<file path="src/logic/tfdrp_pkg.sv">
// Purpose: constants and types for the transmit FIFO RAM debug read port
// Assumes: 32-bit register words, 40-bit FIFO RAM words
// Notes:   field positions refer to the 40-bit FIFO word or the 32-bit register word
package tfdrp_pkg;

   // register word offsets
   localparam logic [9:0] TFDRP_OFS_CTRL    = 10'h068;
   localparam logic [9:0] TFDRP_OFS_LO_DATA = 10'h06C;

   // control word layout
   localparam int TFDRP_REQ_BIT     = 31;
   localparam int TFDRP_ACK_BIT     = 30;
   localparam int TFDRP_HI_MSB      = 23;
   localparam int TFDRP_HI_LSB      = 16;
   localparam int TFDRP_LOW_FIELD_W = 16;

   // upper byte of the 40-bit FIFO word
   localparam int TFDRP_FW_CTRL_FRAME = 39;
   localparam int TFDRP_FW_PAD_MSB    = 38;
   localparam int TFDRP_FW_PAD_LSB    = 37;
   localparam int TFDRP_FW_OVR_EN     = 36;
   localparam int TFDRP_FW_GEN_FCS    = 35;
   localparam int TFDRP_FW_EOF        = 34;
   localparam int TFDRP_FW_BV_MSB     = 33;
   localparam int TFDRP_FW_BV_LSB     = 32;
   localparam int TFDRP_FW_W          = 40;

   // last-word valid byte codes
   localparam logic [1:0] TFDRP_BV_ALL4 = 2'h0;
   localparam logic [1:0] TFDRP_BV_LOW3 = 2'h1;
   localparam logic [1:0] TFDRP_BV_LOW2 = 2'h2;
   localparam logic [1:0] TFDRP_BV_LOW1 = 2'h3;

   // reset values
   localparam logic [7:0]  TFDRP_HI_RST = 8'h00;
   localparam logic [31:0] TFDRP_LO_RST = 32'h0000_0000;

   // default RAM address width
   localparam int TFDRP_ADDR_W_DEF = 12;

   typedef enum logic [3:0] {
      TFDRP_IDLE  = 4'b0001,
      TFDRP_ISSUE = 4'b0010,
      TFDRP_CAPT  = 4'b0100,
      TFDRP_DONE  = 4'b1000
   } tfdrp_state_t;

endpackage : tfdrp_pkg

</file>
<file path="src/logic/tfdrp_handshake.sv">
// Purpose: request/acknowledge sequencer for one debug read of the transmit FIFO RAM
// Assumes: RAM read data valid one clock after ram_rd_en
// Notes:   address is held from request to acknowledge, later writes do not disturb it
`timescale 1ns/1ps
module tfdrp_handshake #(
   parameter int ADDR_W = tfdrp_pkg::TFDRP_ADDR_W_DEF
) (
   input  logic                core_clk,
   input  logic                rst,
   input  logic                req,
   input  logic [ADDR_W+1:0]   addr,
   output logic                ack,
   output logic                ram_rd_en,
   output logic [ADDR_W-1:0]   ram_rd_addr,
   output logic                capture,
   output logic                sel_ptr
);
   import tfdrp_pkg::*;

   tfdrp_state_t               state_r;
   tfdrp_state_t               state_nxt;
   logic [ADDR_W+1:0]          addr_r;
   logic [ADDR_W+1:0]          addr_nxt;

   always_comb begin
      state_nxt = state_r;
      addr_nxt  = addr_r;
      unique case (state_r)
         TFDRP_IDLE: begin
            if (req) begin
               state_nxt = TFDRP_ISSUE;
               addr_nxt  = addr;
            end
         end
         TFDRP_ISSUE: state_nxt = TFDRP_CAPT;
         TFDRP_CAPT:  state_nxt = TFDRP_DONE;
         TFDRP_DONE: begin
            // ack only drops once software drops its request
            if (!req) begin
               state_nxt = TFDRP_IDLE; // RL1
            end
         end
         default: state_nxt = TFDRP_IDLE;
      endcase
   end

   always_ff @(posedge core_clk or posedge rst) begin
      if (rst) begin
         state_r <= TFDRP_IDLE;
         addr_r  <= '0;
      end else begin
         state_r <= state_nxt;
         addr_r  <= addr_nxt;
      end
   end

   assign sel_ptr     = addr_r[ADDR_W+1];
   assign ram_rd_addr = addr_r[ADDR_W-1:0]; // RL5
   // pointer mode leaves the RAM untouched
   assign ram_rd_en   = (state_r == TFDRP_ISSUE) && !sel_ptr; // RL5 RL15
   assign capture     = (state_r == TFDRP_CAPT); // RL2 RL16
   assign ack         = (state_r == TFDRP_DONE); // RL1 RL2

   a_ram_addr_src: assert property (@(posedge core_clk) disable iff (rst) // RL5
      ram_rd_en |-> !addr_r[ADDR_W+1] && ram_rd_addr == $past(addr[ADDR_W-1:0]))
      else $error("ram read issued in pointer mode or with wrong address");

   a_ack_latency: assert property (@(posedge core_clk) disable iff (rst) // RL2
      (state_r == TFDRP_IDLE && req) |-> !ack ##1 !ack ##1 (!ack && capture) ##1 ack)
      else $error("acknowledge not raised three cycles after request");

   a_ack_rise_cause: assert property (@(posedge core_clk) disable iff (rst) // RL1
      $rose(ack) |-> $past(req, 3))
      else $error("acknowledge rose without a request");

   a_ack_fall_cause: assert property (@(posedge core_clk) disable iff (rst) // RL1
      $fell(ack) |-> !$past(req))
      else $error("acknowledge fell while request still high");

   c_ram_read: cover property (@(posedge core_clk) disable iff (rst)
      ram_rd_en ##2 ack);
   c_ptr_read: cover property (@(posedge core_clk) disable iff (rst)
      (capture && sel_ptr) ##1 ack);
   c_full_cycle: cover property (@(posedge core_clk) disable iff (rst)
      ack ##1 !ack ##[1:10] ack);

endmodule : tfdrp_handshake

</file>
<file path="src/logic/tfdrp_read_port.sv">
// Purpose: debug read port into the transmit FIFO RAM with its control and data registers
// Assumes: RAM, transmit pointer and register port all run on core_clk
// Notes:   register reads return one clock after reg_rd_en, unmapped offsets read zero
//
// Function
// RL1 - the acknowledge changes only after the request changes, rising after it rises and falling after it falls.
// RL2 - a raised acknowledge means the address was taken and the addressed word sits in the read data fields.
// RL3 - the acknowledge bit is read-only and a write to it leaves it unchanged.
// RL4 - bits 23:16 show the upper byte of the read word read-only, reset to zero, writes ignored.
// RL5 - with the pointer-select bit clear the word comes from the RAM at the low address bits.
// RL6 - bit 39 of the word is one for a control frame and zero for an ordinary frame.
// RL7 - bits 38:37 of the word hold the per-packet padding mode.
// RL8 - bit 36 of the word holds the per-packet override enable.
// RL9 - bit 35 of the word holds the per-packet request to append the frame check sequence.
// RL10 - bit 34 of the word marks the last word of a frame.
// RL11 - bits 33:32 give the valid bytes of a last word: 0 all four, 1 low three, 2 low two, 3 low one.
// RL12 - the read data field is read-only and writes do not alter it.
// RL13 - the low field up to bit width+1 is a read-write address field that resets to zero.
// RL14 - software raises the request only with the acknowledge low and the transmit path idle, and drops it only after the acknowledge.
// RL15 - with the pointer-select bit set the transmit pointer is returned in the address field instead of a RAM word.
// RL16 - upper byte and lower four bytes of one word are captured in one handshake.
`timescale 1ns/1ps
module tfdrp_read_port #(
   parameter int tx_ram_addr_width_param = tfdrp_pkg::TFDRP_ADDR_W_DEF
) (
   input  logic                                     core_clk,
   input  logic                                     rst,
   input  logic                                     reg_wr_en,
   input  logic                                     reg_rd_en,
   input  logic [9:0]                               reg_addr,
   input  logic [31:0]                              reg_wdata,
   output logic [31:0]                              reg_rdata,
   output logic                                     ram_rd_en,
   output logic [tx_ram_addr_width_param-1:0]       ram_rd_addr,
   input  logic [tfdrp_pkg::TFDRP_FW_W-1:0]         ram_rd_data,
   input  logic [tx_ram_addr_width_param:0]         tx_ptr
);
   import tfdrp_pkg::*;

   localparam int AW = tx_ram_addr_width_param;

   logic                wr_ctrl;
   logic                wr_lo;
   logic                ack;
   logic                capture;
   logic                sel_ptr;
   logic                req_r;
   logic                req_nxt;
   logic [AW+1:0]       addr_r;
   logic [AW+1:0]       addr_nxt;
   logic [7:0]          hi_r;
   logic [7:0]          hi_nxt;
   logic [31:0]         lo_r;
   logic [31:0]         lo_nxt;
   logic [AW:0]         ptr_r;
   logic [AW:0]         ptr_nxt;
   logic [31:0]         rdata_r;
   logic [31:0]         rdata_nxt;
   logic [AW+1:0]       addr_view;
   logic [15:0]         low_half;

   assign wr_ctrl = reg_wr_en && (reg_addr == TFDRP_OFS_CTRL);
   assign wr_lo   = reg_wr_en && (reg_addr == TFDRP_OFS_LO_DATA);

   tfdrp_handshake #(
      .ADDR_W      (AW)
   ) u_handshake (
      .core_clk    (core_clk),
      .rst         (rst),
      .req         (req_r),
      .addr        (addr_r),
      .ack         (ack),
      .ram_rd_en   (ram_rd_en),
      .ram_rd_addr (ram_rd_addr),
      .capture     (capture),
      .sel_ptr     (sel_ptr)
   );

   // register state: only request and address are writable
   always_comb begin
      req_nxt  = req_r;
      addr_nxt = addr_r;
      hi_nxt   = hi_r;
      lo_nxt   = lo_r;
      ptr_nxt  = ptr_r;
      if (wr_ctrl) begin
         req_nxt  = reg_wdata[TFDRP_REQ_BIT]; // RL1
         addr_nxt = reg_wdata[AW+1:0]; // RL13
      end
      // wr_lo and the ack/data bits of wr_ctrl are deliberately dropped
      if (capture) begin
         if (sel_ptr) begin
            ptr_nxt = tx_ptr; // RL15
         end else begin
            // control flags, pad mode, override, fcs, eof, byte code kept as stored
            hi_nxt = ram_rd_data[TFDRP_FW_CTRL_FRAME:TFDRP_FW_BV_LSB]; // RL4 RL6 RL7 RL8 RL9 RL10 RL11
            lo_nxt = ram_rd_data[TFDRP_FW_BV_LSB-1:0]; // RL12 RL16
         end
      end
   end

   always_comb begin
      addr_view = sel_ptr ? {1'b1, ptr_r} : addr_r; // RL15
      low_half  = '0;
      low_half[AW+1:0] = addr_view; // RL13
      rdata_nxt = rdata_r;
      if (reg_rd_en) begin
         if (reg_addr == TFDRP_OFS_CTRL) begin
            rdata_nxt = {req_r, ack, 6'h00, hi_r, low_half}; // RL3 RL4
         end else if (reg_addr == TFDRP_OFS_LO_DATA) begin
            rdata_nxt = lo_r; // RL12
         end else begin
            rdata_nxt = 32'h0000_0000;
         end
      end
   end

   always_ff @(posedge core_clk or posedge rst) begin
      if (rst) begin
         req_r   <= 1'b0;
         addr_r  <= '0;
         hi_r    <= TFDRP_HI_RST;
         lo_r    <= TFDRP_LO_RST;
         ptr_r   <= '0;
         rdata_r <= 32'h0000_0000;
      end else begin
         req_r   <= req_nxt;
         addr_r  <= addr_nxt;
         hi_r    <= hi_nxt;
         lo_r    <= lo_nxt;
         ptr_r   <= ptr_nxt;
         rdata_r <= rdata_nxt;
      end
   end

   assign reg_rdata = rdata_r;

   a_ack_write_ignored: assert property (@(posedge core_clk) disable iff (rst) // RL3
      wr_ctrl |=> $stable(ack))
      else $error("write to control word moved the acknowledge at once");

   a_data_write_ignored: assert property (@(posedge core_clk) disable iff (rst) // RL12
      (reg_wr_en && !capture) |=> ($stable(hi_r) && $stable(lo_r)))
      else $error("register write changed captured read data");

   a_hi_byte_map: assert property (@(posedge core_clk) disable iff (rst) // RL4
      (capture && !sel_ptr) |=> hi_r == $past(ram_rd_data[39:32]))
      else $error("upper byte does not match RAM bits 39:32");

   a_word_pairing: assert property (@(posedge core_clk) disable iff (rst) // RL16
      (capture && !sel_ptr) |=> (lo_r == $past(ram_rd_data[31:0])) ##1 (ack && $stable(lo_r)))
      else $error("lower bytes not captured with upper byte");

   a_ptr_return: assert property (@(posedge core_clk) disable iff (rst) // RL15
      (capture && sel_ptr) |=> (ptr_r == $past(tx_ptr)) && $stable(hi_r) && $stable(lo_r))
      else $error("pointer read did not return transmit pointer");

   a_addr_write: assert property (@(posedge core_clk) disable iff (rst) // RL13
      wr_ctrl |=> addr_r == $past(reg_wdata[AW+1:0]))
      else $error("address field did not take written value");

   a_ctrl_readback: assert property (@(posedge core_clk) disable iff (rst) // RL1
      (reg_rd_en && reg_addr == TFDRP_OFS_CTRL) |=>
      (reg_rdata[TFDRP_ACK_BIT] == $past(ack) && reg_rdata[29:24] == 6'h00))
      else $error("control readback wrong");

   // field by field, so a swapped flag is named in the failure
   a_ctrl_frame_flag: assert property (@(posedge core_clk) disable iff (rst) // RL6
      (capture && !sel_ptr) |=> hi_r[7] == $past(ram_rd_data[TFDRP_FW_CTRL_FRAME]))
      else $error("control frame flag not taken from word bit 39");

   a_pad_mode_bits: assert property (@(posedge core_clk) disable iff (rst) // RL7
      (capture && !sel_ptr) |=>
      hi_r[6:5] == $past(ram_rd_data[TFDRP_FW_PAD_MSB:TFDRP_FW_PAD_LSB]))
      else $error("padding mode not taken from word bits 38:37");

   a_override_bit: assert property (@(posedge core_clk) disable iff (rst) // RL8
      (capture && !sel_ptr) |=> hi_r[4] == $past(ram_rd_data[TFDRP_FW_OVR_EN]))
      else $error("override enable not taken from word bit 36");

   a_fcs_req_bit: assert property (@(posedge core_clk) disable iff (rst) // RL9
      (capture && !sel_ptr) |=> hi_r[3] == $past(ram_rd_data[TFDRP_FW_GEN_FCS]))
      else $error("check sequence request not taken from word bit 35");

   a_eof_mark: assert property (@(posedge core_clk) disable iff (rst) // RL10
      (capture && !sel_ptr) |=> hi_r[2] == $past(ram_rd_data[TFDRP_FW_EOF]))
      else $error("end of frame mark not taken from word bit 34");

   a_byte_code: assert property (@(posedge core_clk) disable iff (rst) // RL11
      (capture && !sel_ptr) |=>
      hi_r[1:0] == $past(ram_rd_data[TFDRP_FW_BV_MSB:TFDRP_FW_BV_LSB]))
      else $error("valid byte code not taken from word bits 33:32");

   a_hi_readback: assert property (@(posedge core_clk) disable iff (rst) // RL4
      (reg_rd_en && reg_addr == TFDRP_OFS_CTRL) |=>
      reg_rdata[TFDRP_HI_MSB:TFDRP_HI_LSB] == $past(hi_r))
      else $error("upper byte not shown in control word bits 23:16");

   a_lo_readback: assert property (@(posedge core_clk) disable iff (rst) // RL12
      (reg_rd_en && reg_addr == TFDRP_OFS_LO_DATA) |=> reg_rdata == $past(lo_r))
      else $error("low data word readback wrong");

   a_addr_readback: assert property (@(posedge core_clk) disable iff (rst) // RL13
      (reg_rd_en && reg_addr == TFDRP_OFS_CTRL && !sel_ptr) |=>
      reg_rdata[AW+1:0] == $past(addr_r))
      else $error("address field readback wrong");

   a_ptr_readback: assert property (@(posedge core_clk) disable iff (rst) // RL15
      (reg_rd_en && reg_addr == TFDRP_OFS_CTRL && sel_ptr) |=>
      reg_rdata[AW+1:0] == {1'b1, $past(ptr_r)})
      else $error("pointer not shown in address field");

   a_req_readback: assert property (@(posedge core_clk) disable iff (rst) // RL1
      (reg_rd_en && reg_addr == TFDRP_OFS_CTRL) |=>
      reg_rdata[TFDRP_REQ_BIT] == $past(req_r))
      else $error("request bit readback wrong");

   a_data_held: assert property (@(posedge core_clk) disable iff (rst) // RL2
      ack |=> ($stable(hi_r) && $stable(lo_r)))
      else $error("read data moved while acknowledge high");

   a_ptr_no_ram: assert property (@(posedge core_clk) disable iff (rst) // RL15
      (capture && sel_ptr) |-> !$past(ram_rd_en))
      else $error("pointer read touched the RAM");

   c_data_read: cover property (@(posedge core_clk) disable iff (rst)
      (capture && !sel_ptr && ram_rd_data[34]) ##1 ack);

endmodule : tfdrp_read_port

</file>
<file path="config.mk">
export PLATFORM = sky130hd
export DESIGN_NAME = tfdrp_read_port
export DESIGN_NICKNAME = d
export VERILOG_FILES = /design/src/logic/tfdrp_pkg.sv /design/src/logic/tfdrp_handshake.sv /design/src/logic/tfdrp_read_port.sv
export SDC_FILE = /design/constraint.sdc
export NUM_CORES = 1
export LEC_CHECK = 0
export ABC_AREA = 1
export BUFFER_PORTS_ARGS = -buffer_cell sky130_fd_sc_hd__buf_2
export CAP_MARGIN = 25
export CORE_MARGIN = 2
export CORE_UTILIZATION = 35
export CTS_CLUSTER_SIZE = 24
export DETAILED_ROUTE_END_ITERATION = 8
export GPL_TIMING_DRIVEN = 1
export PLACE_DENSITY_LB_ADDON = 0.1
export SLEW_MARGIN = 40
export SYNTH_ARGS = -nofsm -noshare
export SYNTH_HDL_FRONTEND = slang
export SYNTH_SLANG_ARGS = --single-unit
</file>
<file path="constraint.sdc">
create_clock -name core_clk -period 10.7 [get_ports core_clk]
set_clock_uncertainty 0.2 [all_clocks]
set_input_delay 0.535 -clock core_clk [delete_from_list [all_inputs] [get_ports core_clk]]
set_output_delay 0.535 -clock core_clk [all_outputs]
set_load 0.01 [all_outputs]
</file>
==> run_results.csv <==
group,metric,value,unit
layout,syn2layout_area_growth,22.6,%
timing,setup_viol,0,
global_routing,antenna_found_initial,0,
pwr,power.density,165,nW/um^2
timing,setup_tns,0,ns
synthesis,synth_cell_types,24,
global_routing,grt_max_degree,72,
clock_network,clock-sinks,117,
route,vias,4469,
timing,worstMarginPinSlew,0.795,ns
worst_setup_path,cp_num_buf_inv,2,
clock_network,tritoncts,"built",
placed_design,io_buffers,126,
route,wl_per_cell,15.6,um
hold_path,hp-class,"input port to asynchronous set/reset pin",
synthesis,syn-cell-area,5320,um^2
synthesis,syn_inst,593,
worst_setup_path,worst_path_dominant_cell_family,"simple AND/OR/NAND/NOR gates",
clock_network,clkTransAtPathRegs,0.05,ns
route,drt_pre_antenna_iters,5,
route,postRouteAntennaNets,0,
global_routing,grt_pass1_wl,23300,um
worst_setup_path,cp-start-kind,"input port",
floorplanning,die_y,127,um
global_routing,track_usage,18.5,%
worst_setup_path,crit_type,"input port to register",
layout,antenna_cells,0,
timing,finalCriticalPeriod,2.42,ns
floorplanning,rows,45,
placed_design,hpwl,9210,um
route,drtIter0Drc,339,
pwr,power.leakage,3.02,nW
clock_network,cts.hold.buffers_added,0,
synthesis,syn-num-nets,692,
worst_setup_path,end_kind,"register",
synthesis,syn_avg_cell_area,8.96,um^2
floorplanning,dieArea,16200,um^2
timing,finalHoldViolations,0,
clock_network,cts_buffers,17,
clock_network,cts_buffer_depth,2,
timing,drv_slew,0,
synthesis,ys.warnings.count,0,
layout,fin_util,43.3,%
floorplanning,core,15000,um^2
global_routing,grt_pass1_vias,4601,
clock_network,postCtsResizedCells,0,
placed_design,gp_congestion,0.785,
clock_network,insertion_delay,0.41,ns
clock_network,htreeDepth,4,
clock_network,post_cts_buffers,0,
synthesis,seq_area_frac_synth,55.1,%
layout,drive_above_1_share,28.9,%
timing,whs,0.0183,ns
route,drcViolationCount,0,
floorplanning,start_util,35.4,%
worst_setup_path,crit_required,10.77,ns
floorplanning,die_w,127,um
timing,rsz0062_at_grt,"false",
clock_network,root_buffer,"clkbuf_16",
timing,fmax,414,MHz
worst_setup_path,slowest_stage,"nand3_2",
synthesis,ys_ff_latch,117,
worst_setup_path,path_common_cell,"nand2_1",
worst_setup_path,worstPathMaxFanout,30,
worst_setup_path,critPathArrivalTime,2.49,ns
run,maxCapViolCount,0,
worst_setup_path,crit_chain,"buf_2 -> inv_1 -> nor2_4 -> nand2_1 -> nor2_2 -> nand3_2 -> nand2_1 -> o21ai_2",
route,vias_per_cell,4.94,
layout,nets,804,
global_routing,grt_overflow,0,
pwr,ir_drop,100,uV
timing,max_slew_margin,47.0,%
timing,period_share,22.6,%
route,drt-total-wl,14200,um
status,run_status,"completed",
layout,fillers,1496,
floorplanning,ios,144,
worst_setup_path,crit_path_max_incr_delay,0.61,ns
-- area by class of cell --
cell class / count / area, um^2 / share of cell area (%)
sequential: 117 / 2930 / 45.0
multi-input combinational: 390 / 1940 / 29.8
timing repair buffer: 132 / 691 / 10.6
clock buffer: 27 / 513 / 7.87
tap: 188 / 235 / 3.61
inverter: 47 / 181 / 2.78
clock inverter: 4 / 20.0 / 0.307
-- routing by layer --
metal / global-route usage, % / share of wire (%)
met1: 24.7 / 47
met2: 29.3 / 46
met3: 4.23 / 5.2
met4: 7.50 / 1.7
met5: 0 / 0
-- Yosys cell counts --
library cell / instances / area, um^2
nand2_1: 193 / 724
dfrtp_1: 116 / 2900
o21ai_0: 54 / 270
inv_1: 45 / 169
nand4_1: 43 / 269
o21ai_2: 30 / 263
nand3_1: 29 / 145
o21ai_1: 16 / 80.1
buf_6: 11 / 124
clkbuf_1: 11 / 41.3
buf_2: 9 / 45.0
buf_4: 7 / 52.6
nor2_1: 7 / 26.3
nor2_4: 5 / 56.3
nor2_2: 4 / 25.0
a21oi_1: 3 / 15.0
nand3_2: 2 / 20.0
nand3_4: 2 / 35.0
buf_1: 1 / 3.75
clkinv_1: 1 / 3.75
dfstp_2: 1 / 26.3
inv_2: 1 / 3.75
nand2_2: 1 / 6.26
nand3b_1: 1 / 7.51
-- worst paths after layout --
kind                                         from  slack (ns)  cells past startpoint             to
setup / recovery                      reg_addr[3]        8.28                      8     addr_r[10]
hold / removal                                rst        0.02                      2        hi_r[3]
setup reg to reg           u_handshake.state_r[1]        8.47                      6        hi_r[0]
hold reg to reg                     reg_rdata[25]        0.28                      2  reg_rdata[25]
max in group asynchronous                     rst        9.16                      3  reg_rdata[19]
min in group core_clk                   tx_ptr[4]        0.13                      3       ptr_r[4]
-- stage by stage --
stage          instance area, um^2  power [W]  setup slack (ns)  instances
4_1_cts                       6520    0.00109              8.30        905
6_report                      6520    0.00107              8.28        905
3_5_place_dp                  5980   0.000571              7.86        874
5_1_grt                       6520    0.00112              8.15        905
3_3_place_gp                  5950   0.000568              7.90        872
2_1_floorplan                 5320   0.000538              6.87        593
-- sequential cells by signal, summed over array words and instances (netlist names) --
| signal | flops |
|---|---|
| addr_r | 14 |
| req_r | 1 |
| hi_r | 8 |
| lo_r | 32 |
| reg_rdata | 32 |
| u_handshake.addr_r | 13 |
| u_handshake.state_r | 4 |
| ptr_r | 13 |
-- logic make-up after synthesis --
kind of cell	Yosys count	synth area share, %
AND/OR/NAND/NOR	287	24.7
flip-flops	117	55.1
buffers and inverters	86	8.33
AO/OA/AOI/OAI	103	11.8
-- report_power, final --
group	internal [W]	switching, W	leakage (nW)
sequential	0.000470	0.0000127	1.36
combinational	0.0000274	0.0000530	1.40
clock	0.000323	0.000185	0.267
total	0.000821	0.000251	3.02
-- placed cells by master, fill, tap and decap left out, types with 3 or more instances in the layout --
cell,count
clkbuf_8,5
o21ai_0,54
nor2_2,4
buf_4,4
clkbuf_1,5
nand4_1,43
o21ai_1,16
nor2_1,7
o21ai_2,30
nand3_1,29
nor2_4,5
inv_1,43
clkinv_2,4
clkbuf_16,17
a21oi_1,3
nand2_1,193
dfrtp_1,115
buf_2,126
No activity file was read; power rests on OpenSTA's default activity.
